### src/rtl/qlsl_map.svh
`ifndef QLSL_MAP_SVH
`define QLSL_MAP_SVH

// ****************************************************************
// Timing figures and derived cycle counts
// ****************************************************************
`define QLSL_CLK_PERIOD_NS 10
`define QLSL_DEGLITCH_NS 3500
`define QLSL_DEGLITCH_CYC (`QLSL_DEGLITCH_NS / `QLSL_CLK_PERIOD_NS)
`define QLSL_RETRY_NS 1200000
`define QLSL_RETRY_CYC (`QLSL_RETRY_NS / `QLSL_CLK_PERIOD_NS)
`define QLSL_POR_NS 20000
`define QLSL_POR_CYC (`QLSL_POR_NS / `QLSL_CLK_PERIOD_NS)
`define QLSL_STARTUP_US 55
`define QLSL_STARTUP_CYC ((`QLSL_STARTUP_US * 1000) / `QLSL_CLK_PERIOD_NS)
`define QLSL_RESET_WAIT_US 20
`define QLSL_RESET_WAIT_CYC ((`QLSL_RESET_WAIT_US * 1000) / `QLSL_CLK_PERIOD_NS)
`define QLSL_LATCH_GAP_NS 400
`define QLSL_LATCH_GAP_CYC ((`QLSL_LATCH_GAP_NS + `QLSL_CLK_PERIOD_NS - 1) / `QLSL_CLK_PERIOD_NS + 1)
`define QLSL_LATCH_WIDTH_NS 200
`define QLSL_LATCH_WIDTH_CYC ((`QLSL_LATCH_WIDTH_NS + `QLSL_CLK_PERIOD_NS - 1) / `QLSL_CLK_PERIOD_NS)
`define QLSL_CHANNELS 4
`define QLSL_CHAIN_MAX 8
`define QLSL_SCLK_HALF_CYC 8
`define QLSL_RESET_VAL 4'h0

`endif

### src/rtl/qlsl_pkg.sv
package qlsl_pkg;

	typedef enum logic [2:0] {
		QLSL_H_POWERUP,
		QLSL_H_IDLE,
		QLSL_H_LOW,
		QLSL_H_HIGH,
		QLSL_H_GAP,
		QLSL_H_LATCH
	} qlsl_host_state_t;

	typedef enum logic [1:0] {
		QLSL_OC_OK,
		QLSL_OC_TIMING,
		QLSL_OC_RETRY
	} qlsl_oc_state_t;

endpackage

### src/rtl/qlsl_link_if.sv
`timescale 1ns/1ps

interface qlsl_link_if;
	logic shift_clk;
	logic serial_in;
	logic serial_out;
	logic latch;
	logic outputs_enable_low;
	logic reset;
	logic fault_flag_low_o;
	logic fault_flag_low_oe;

	modport device (
		input shift_clk,
		input serial_in,
		output serial_out,
		input latch,
		input outputs_enable_low,
		input reset,
		output fault_flag_low_o,
		output fault_flag_low_oe
	);

	modport host (
		output shift_clk,
		output serial_in,
		input serial_out,
		output latch,
		output outputs_enable_low,
		output reset,
		input fault_flag_low_o,
		input fault_flag_low_oe
	);
endinterface

### src/rtl/qlsl_device.sv
`timescale 1ns/1ps
`include "qlsl_map.svh"

// Notes on behaviour
// - Rising shift clock shifts serial input in.
// - Holding register is four bits wide.
// - Oldest bit leaves on falling clock edge.
// - Serial output stable at next rising edge.
// - Host clocks eight bits for two devices.
// - Rising latch copies register to outputs.
// - Shifting ignores latch level.
// - Channel on when bit one, enable low.
// - Enable gates only drivers, not logic.
// - Reset high clears logic and fault.
// - Internal power-up reset is generated.
// - Limit over 3.5 us disables channel, fault.
// - Retry 1.2 ms, then fault self-clears.
// - Reset or supply loss clears fault immediately.
// - Overtemperature disables all, flags fault.
// - Supply lockout disables and resets logic.
// - Host waits over 400 ns before latch.
// - Host waits 55 us after power.
// - Host waits 20 us after reset.
module qlsl_device
	import qlsl_pkg::*;
(
	input wire logic clk,
	input wire logic rstn,
	qlsl_link_if.device link,
	input wire logic [3:0] current_limit,
	input wire logic overtemp_shutdown,
	input wire logic supply_lockout,
	output logic [3:0] channel_on,
	output logic [3:0] overcurrent_shutdown,
	output logic device_ready
);

	// ****************************************************************
	// Pin synchronisers
	// ****************************************************************
	logic [6:0] sync1_reg;
	logic [6:0] sync2_reg;
	logic [1:0] prev_reg;
	wire [6:0] raw_pins = {link.shift_clk, link.serial_in, link.latch,
		link.outputs_enable_low, link.reset, overtemp_shutdown, supply_lockout};

	always_ff @(posedge clk or negedge rstn) begin
		if (!rstn) begin
			sync1_reg <= 7'h00;
			sync2_reg <= 7'h00;
			prev_reg <= 2'h0;
		end else begin
			sync1_reg <= raw_pins;
			sync2_reg <= sync1_reg;
			prev_reg <= {sync2_reg[6], sync2_reg[4]};
		end
	end

	wire sclk_s = sync2_reg[6];
	wire sdin_s = sync2_reg[5];
	wire latch_s = sync2_reg[4];
	wire enbl_low_s = sync2_reg[3];
	wire reset_s = sync2_reg[2];
	wire temp_s = sync2_reg[1];
	wire uv_s = sync2_reg[0];
	wire sclk_rise = sclk_s & ~prev_reg[1];
	wire sclk_fall = ~sclk_s & prev_reg[1];
	wire latch_rise = latch_s & ~prev_reg[0];

	// ****************************************************************
	// Internal power-up reset
	// ****************************************************************
	// The counter holds the logic cleared for a while after rstn, as a
	// stand-in for the supply ramp; it restarts whenever lockout is seen.
	logic [15:0] por_cnt_reg;
	wire por_busy = (por_cnt_reg != 16'(`QLSL_POR_CYC));
	wire logic_clear = por_busy | reset_s | uv_s;

	always_ff @(posedge clk or negedge rstn) begin
		if (!rstn) begin
			por_cnt_reg <= 16'h0000;
		end else if (uv_s) begin
			por_cnt_reg <= 16'h0000;
		end else if (por_busy) begin
			por_cnt_reg <= por_cnt_reg + 16'h0001;
		end
	end

	assign device_ready = ~logic_clear;

	// ****************************************************************
	// Serial shift, serial output and latch
	// ****************************************************************
	logic [3:0] shift_reg;
	logic [3:0] latched_reg;
	logic sdout_reg;
	wire [3:0] shift_next = {shift_reg[2:0], sdin_s};

	always_ff @(posedge clk or negedge rstn) begin
		if (!rstn) begin
			shift_reg <= `QLSL_RESET_VAL;
			latched_reg <= `QLSL_RESET_VAL;
			sdout_reg <= 1'b0;
		end else if (logic_clear) begin
			shift_reg <= `QLSL_RESET_VAL;
			latched_reg <= `QLSL_RESET_VAL;
			sdout_reg <= 1'b0;
		end else begin
			if (sclk_rise) begin
				shift_reg <= shift_next;
			end
			if (sclk_fall) begin
				sdout_reg <= shift_reg[3];
			end
			if (latch_rise) begin
				latched_reg <= shift_reg;
			end
		end
	end

	assign link.serial_out = sdout_reg;

	// ****************************************************************
	// Per-channel overcurrent deglitch and retry
	// ****************************************************************
	// Counting in the clock domain keeps the intervals exact to one
	// cycle, at the cost of a 21-bit counter per channel.
	wire [3:0] oc_fault;
	for (genvar ch = 0; ch < `QLSL_CHANNELS; ch++) begin : g_oc
		qlsl_oc_state_t oc_state_reg;
		logic [20:0] oc_cnt_reg;
		wire limit_s;
		logic lim1_reg;
		logic lim2_reg;
		assign limit_s = lim2_reg;

		always_ff @(posedge clk or negedge rstn) begin
			if (!rstn) begin
				lim1_reg <= 1'b0;
				lim2_reg <= 1'b0;
			end else begin
				lim1_reg <= current_limit[ch];
				lim2_reg <= lim1_reg;
			end
		end

		always_ff @(posedge clk or negedge rstn) begin
			if (!rstn) begin
				oc_state_reg <= QLSL_OC_OK;
				oc_cnt_reg <= 21'h00_0000;
			end else if (logic_clear) begin
				oc_state_reg <= QLSL_OC_OK;
				oc_cnt_reg <= 21'h00_0000;
			end else begin
				case (oc_state_reg)
					QLSL_OC_OK: begin
						oc_cnt_reg <= 21'h00_0000;
						if (limit_s) begin
							oc_state_reg <= QLSL_OC_TIMING;
						end
					end
					QLSL_OC_TIMING: begin
						if (!limit_s) begin
							oc_state_reg <= QLSL_OC_OK;
						end else if (oc_cnt_reg == 21'(`QLSL_DEGLITCH_CYC - 1)) begin
							oc_state_reg <= QLSL_OC_RETRY;
							oc_cnt_reg <= 21'h00_0000;
						end else begin
							oc_cnt_reg <= oc_cnt_reg + 21'h00_0001;
						end
					end
					QLSL_OC_RETRY: begin
						if (oc_cnt_reg == 21'(`QLSL_RETRY_CYC - 1)) begin
							oc_state_reg <= QLSL_OC_OK;
						end else begin
							oc_cnt_reg <= oc_cnt_reg + 21'h00_0001;
						end
					end
					default: begin
						oc_state_reg <= QLSL_OC_OK;
					end
				endcase
			end
		end

		assign oc_fault[ch] = (oc_state_reg == QLSL_OC_RETRY);
	end

	// ****************************************************************
	// Output drivers and fault pin
	// ****************************************************************
	logic [3:0] chan_reg;
	logic fault_reg;
	wire [3:0] chan_next = (latched_reg & {4{~enbl_low_s}})
		& ~oc_fault & {4{~temp_s}};
	wire fault_next = (|oc_fault) | temp_s;

	always_ff @(posedge clk or negedge rstn) begin
		if (!rstn) begin
			chan_reg <= 4'h0;
			fault_reg <= 1'b0;
		end else if (uv_s) begin
			chan_reg <= 4'h0;
			fault_reg <= 1'b0;
		end else begin
			chan_reg <= chan_next;
			fault_reg <= fault_next;
		end
	end

	assign channel_on = chan_reg;
	assign overcurrent_shutdown = oc_fault;
	assign link.fault_flag_low_o = 1'b0;
	assign link.fault_flag_low_oe = fault_reg;

endmodule

### src/flat_wrapper.sv
// flat-port wrapper written by rule: the top's interface ports become plain ports
module qlsl_device_flat import qlsl_pkg::*;
  (clk, rstn, current_limit, overtemp_shutdown, supply_lockout, channel_on, overcurrent_shutdown, device_ready, link_shift_clk, link_serial_in, link_serial_out, link_latch, link_outputs_enable_low, link_reset, link_fault_flag_low_o, link_fault_flag_low_oe);
  qlsl_link_if link_i ();
  input wire logic clk;
  input wire logic rstn;
  input wire logic [3:0] current_limit;
  input wire logic overtemp_shutdown;
  input wire logic supply_lockout;
  output logic [3:0] channel_on;
  output logic [3:0] overcurrent_shutdown;
  output logic device_ready;
  input wire logic [$bits(link_i.shift_clk)-1:0] link_shift_clk;
  input wire logic [$bits(link_i.serial_in)-1:0] link_serial_in;
  output wire logic [$bits(link_i.serial_out)-1:0] link_serial_out;
  input wire logic [$bits(link_i.latch)-1:0] link_latch;
  input wire logic [$bits(link_i.outputs_enable_low)-1:0] link_outputs_enable_low;
  input wire logic [$bits(link_i.reset)-1:0] link_reset;
  output wire logic [$bits(link_i.fault_flag_low_o)-1:0] link_fault_flag_low_o;
  output wire logic [$bits(link_i.fault_flag_low_oe)-1:0] link_fault_flag_low_oe;
  assign link_i.shift_clk = link_shift_clk;
  assign link_i.serial_in = link_serial_in;
  assign link_serial_out = link_i.serial_out;
  assign link_i.latch = link_latch;
  assign link_i.outputs_enable_low = link_outputs_enable_low;
  assign link_i.reset = link_reset;
  assign link_fault_flag_low_o = link_i.fault_flag_low_o;
  assign link_fault_flag_low_oe = link_i.fault_flag_low_oe;
  qlsl_device u_core (.clk(clk), .rstn(rstn), .link(link_i), .current_limit(current_limit), .overtemp_shutdown(overtemp_shutdown), .supply_lockout(supply_lockout), .channel_on(channel_on), .overcurrent_shutdown(overcurrent_shutdown), .device_ready(device_ready));
endmodule
### config.mk
export PLATFORM = sky130hd
export DESIGN_NAME = qlsl_device_flat
export DESIGN_NICKNAME = d
export VERILOG_FILES = /design/src/rtl/qlsl_pkg.sv /design/src/rtl/qlsl_link_if.sv /design/src/rtl/qlsl_device.sv /design/src/flat_wrapper.sv
export VERILOG_INCLUDE_DIRS = /design/src /design/src/rtl
export SDC_FILE = /design/constraint.sdc
export NUM_CORES = 1
export LEC_CHECK = 0
export BUFFER_PORTS_ARGS = -buffer_cell sky130_fd_sc_hd__buf_2
export CAP_MARGIN = 20
export CORE_MARGIN = 3
export CORE_UTILIZATION = 45
export CTS_BUF_LIST = sky130_fd_sc_hd__clkbuf_4 sky130_fd_sc_hd__clkbuf_8
export DETAILED_ROUTE_END_ITERATION = 12
export PLACE_DENSITY = 0.69
export SYNTH_ARGS = -nofsm -noshare
export SYNTH_HDL_FRONTEND = slang
export SYNTH_SLANG_ARGS = --single-unit
### constraint.sdc
create_clock -name clk -period 3 [get_ports clk]
set_input_delay 0.6 -clock clk [delete_from_list [all_inputs] [get_ports clk]]
set_output_delay 0.6 -clock clk [all_outputs]
set_load 0.01 [all_outputs]
==> metrics.log <==
[metrics] Crit-path slowest cell: sky130_fd_sc_hd__or4b_4
[metrics] post-route setup slack: 0.186 ns
[metrics] TritonCTS clock tree: done
[metrics] critical path fanouts, max: 7
[metrics] worst-case headroom to the max-slew limit: 47.9%
[metrics] top cell type's share of synthesized area: 46.9%
[metrics] final total negative setup slack: 0 ns
[metrics] total number of clock tree sinks: 146
[metrics] combined area of all synthesized cells: 7790 um2
[metrics] Final GP Congestion: 0.836
[metrics] final critical delay including setup and external delays: 2.81 ns
[metrics] Worst Max-Slew Pin Slew: 0.774 ns
[metrics] Pwr Density: 420 nW/um2
[metrics] multi-input gate area in the final layout: 3860 um2
[metrics] Worst Path Class, Setup: reg -> out
[metrics] vias per std cell: 5.52
[metrics] wire length of the first global-routing pass: 28.0 mm
[metrics] maximum capacitance violations: 0
[metrics] total wirelength of the detailed-routed design: 16.3 mm
[metrics] largest cells by area after synthesis: sky130_fd_sc_hd__dfrtp_1, sky130_fd_sc_hd__nor2_1, sky130_fd_sc_hd__ha_1
[metrics] Slew Limit Fails: 0
[metrics] Register-to-Register Setup Slack: 0.20 ns
[metrics] flip-flop count of the largest register, all copies and words added: 84
[metrics] floorplan row count: 47
[metrics] unrepaired setup endpoints after global routing: no
[metrics] area occupied by registers: 3650 um2
[metrics] worst path cell trace: inv_1, ha_1, or4b_4, nor4_4, nand2_4, inv_4, buf_2
[metrics] end of the worst register-to-register path: u_core.g_oc[3].oc_cnt_reg[14]
[metrics] sequential area share after synthesis: 46.9%
[metrics] worst vdd rail ir drop: 0.000283 V
[metrics] worst min-delay path class: in -> async
[metrics] worst r2r src: u_core.por_cnt_reg[1]
[metrics] global route overflow: 0
[metrics] maximum count of clock buffers along a single path: 2
[metrics] fraction of layout cells with a size suffix above 1: 12.1%
[metrics] via count: 6054
[metrics] Antenna Cells: 0
[metrics] number of antenna violations at the first check in global routing: 0
[metrics] total number of cells along the worst setup path: 7
[metrics] number of buffers added on ports: 23
[metrics] Initial DRT Pass Iterations: 5
[metrics] die area: 18900 um2
[metrics] dpl hpwl: 11.2 mm
[metrics] wire per inst: 14.9 um
[metrics] Total Routing Usage GR: 18.6%
[metrics] worst skew pair latency: 0.46 ns
[metrics] highest attainable clock frequency: 355 MHz
[metrics] detailed-route DRC error count: 0
[metrics] flip-flop and latch count after synthesis: 146
[metrics] number of hold-slack violations in the final timing report: 0
[metrics] area leader, netlist: sky130_fd_sc_hd__dfrtp_1
[metrics] result of the run: finished, final reports clean
[metrics] signed area change from the synthesized netlist to the final layout: 11.6%
[metrics] cell count after synthesis: 823
[metrics] endpoints failing setup: 0
[metrics] yosys warns: 0
[metrics] EDFF count, synth: 0
[metrics] die width: 138 um
[metrics] gate family responsible for the most delay along the worst path: simple AND/OR/NAND/NOR gates
[metrics] area of the core: 16800 um2
[metrics] Die Y: 138 um
[metrics] Critical Path Sink Type: output pin
[metrics] final layout net count: 904
[metrics] initial drt markers: 397
[metrics] critical path launch point type: flop
[metrics] distinct cell type count after synthesis: 65
[metrics] TritonCTS Buffers: 17
[metrics] ys flop type: sky130_fd_sc_hd__dfrtp_1
[metrics] Clock Tree Root: sky130_fd_sc_hd__clkbuf_8
[metrics] final clock skew: 0.0117 ns
[metrics] number of hold buffers added after CTS: 0
[metrics] total nets after synthesis: 862
[metrics] number of buffer and inverter stages on the critical path: 3
[metrics] utilization after layout: 51.9%
[metrics] boundary pin count: 25
[metrics] via count of the first global-routing pass: 5728
[metrics] H-tree depth reported by CTS: 4
[metrics] Initial Util: 46.5%
[metrics] Avg Cell Area, Syn: 9.47 um2
[metrics] delay of the slowest cell on the worst path: 0.48 ns
[metrics] maximum number of pins on one net before global-route repair: 65
[metrics] Antenna Nets Post-Route: 0
[metrics] clock input transition at the sequential cells of the worst setup and hold paths: 0.08 ns
[metrics] fraction of registers with async set or reset after synthesis: 100%
[metrics] final worst path period share: 93.8%
[metrics] total leakage power: 3.67 nW
[metrics] CP arrival: 2.21 ns
[metrics] logic depth of the worst register-to-register path: 9
[metrics] Required @ worst endpoint: 2.40 ns
[metrics] Worst Hold Margin: 0.125 ns
[metrics] total of fill cells in the finished design: 1531
[metrics] setup slack at placement: 0.142 ns
## report_power, final
part,internal [mW],total (mW),switching [mW]
clock,0.769,1.56,0.795
sequential,1.99,2.00,0.0122
combinational,0.0292,0.0913,0.0622
total,2.78,3.65,0.869
## layout by cell type (no fill, tap or decap), drive strengths merged, types with 20 or more instances in the layout
cell type	instances
nand2	85
nor2	99
buf	54
and3	30
a221o	20
xnor2	29
inv	35
nand3	59
a21oi	21
o21ai	25
ha	26
dfrtp	146
nor4	20
nor3	32
## kinds of logic after synthesis
logic type,after synthesis,synth area share [%]
xor+xnor,44,4.95
other cells,1,0.0481
simple gates,418,28.3
mux,16,2.09
fa+ha+maj,26,4.18
compound gates,110,9.91
flops,146,46.9
buf+inv,62,3.68
## worst max path at each step
stage | start | slack [ns] | end
final | u_core.por_cnt_reg[1] | 0.19 | device_ready
after global routing | u_core.por_cnt_reg[1] | 0.02 | device_ready
after CTS | u_core.por_cnt_reg[0] | 0.05 | device_ready
after detailed placement | u_core.por_cnt_reg[0] | 0.14 | u_core.g_oc[1].oc_cnt_reg[4]
after global placement | u_core.por_cnt_reg[0] | 0.24 | u_core.g_oc[1].oc_cnt_reg[4]
after floorplan | u_core.por_cnt_reg[0] | 0.47 | u_core.g_oc[1].oc_cnt_reg[14]
## area by class of cell
class | count | area share [%]
multi-input combinational | 615 | 44.5
sequential | 146 | 42.0
timing repair buffer | 54 | 4.36
tap | 220 | 3.17
clock buffer | 18 | 2.85
clock inverter | 13 | 1.74
inverter | 31 | 1.37
## cells in the mapped netlist, types with 7 or more instances
library cell and count:
sky130_fd_sc_hd__o21ai_0 25, sky130_fd_sc_hd__clkbuf_1 15, sky130_fd_sc_hd__xor2_1 15, sky130_fd_sc_hd__ha_1 26, sky130_fd_sc_hd__nand4_1 19, sky130_fd_sc_hd__a21oi_1 21
sky130_fd_sc_hd__nor2b_1 8, sky130_fd_sc_hd__nand3b_1 9, sky130_fd_sc_hd__a221o_1 20, sky130_fd_sc_hd__buf_2 7, sky130_fd_sc_hd__xnor2_1 29, sky130_fd_sc_hd__nor2_1 99
sky130_fd_sc_hd__mux2i_1 14, sky130_fd_sc_hd__dfrtp_1 146, sky130_fd_sc_hd__and3_1 30, sky130_fd_sc_hd__nand3_1 59, sky130_fd_sc_hd__nor4_1 17, sky130_fd_sc_hd__o211ai_1 9
sky130_fd_sc_hd__inv_1 31, sky130_fd_sc_hd__or3_1 13, sky130_fd_sc_hd__a31oi_1 8, sky130_fd_sc_hd__nor3_1 32, sky130_fd_sc_hd__nand2_1 82
## timing repair
action / 4_1_cts / 5_1_grt
resized for setup: 3 / 6
setup buffers: 3 / 3
setup endpoints to repair: 1 / 28
pin swaps: 1 / 1
## per-stage QoR
stage | power, mW | cell area [um2] | cells
2_1_floorplan | 2.07 | 7790 | 823
3_3_place_gp | 2.13 | 8220 | 1060
3_5_place_dp | 2.13 | 8220 | 1060
4_1_cts | 3.70 | 8650 | 1094
5_1_grt | 3.80 | 8690 | 1097
6_report | 3.65 | 8690 | 1097
## layer usage
metal,vias to the layer above,part of all wire [%],global-route usage (%)
met4,0,1.4,6.37
li1,3026,-,-
met1,2894,48,25.6
met3,16,4.1,4.13
met2,118,46,29.0
met5,-,0,0
Power figures use the tool's default switching activity.
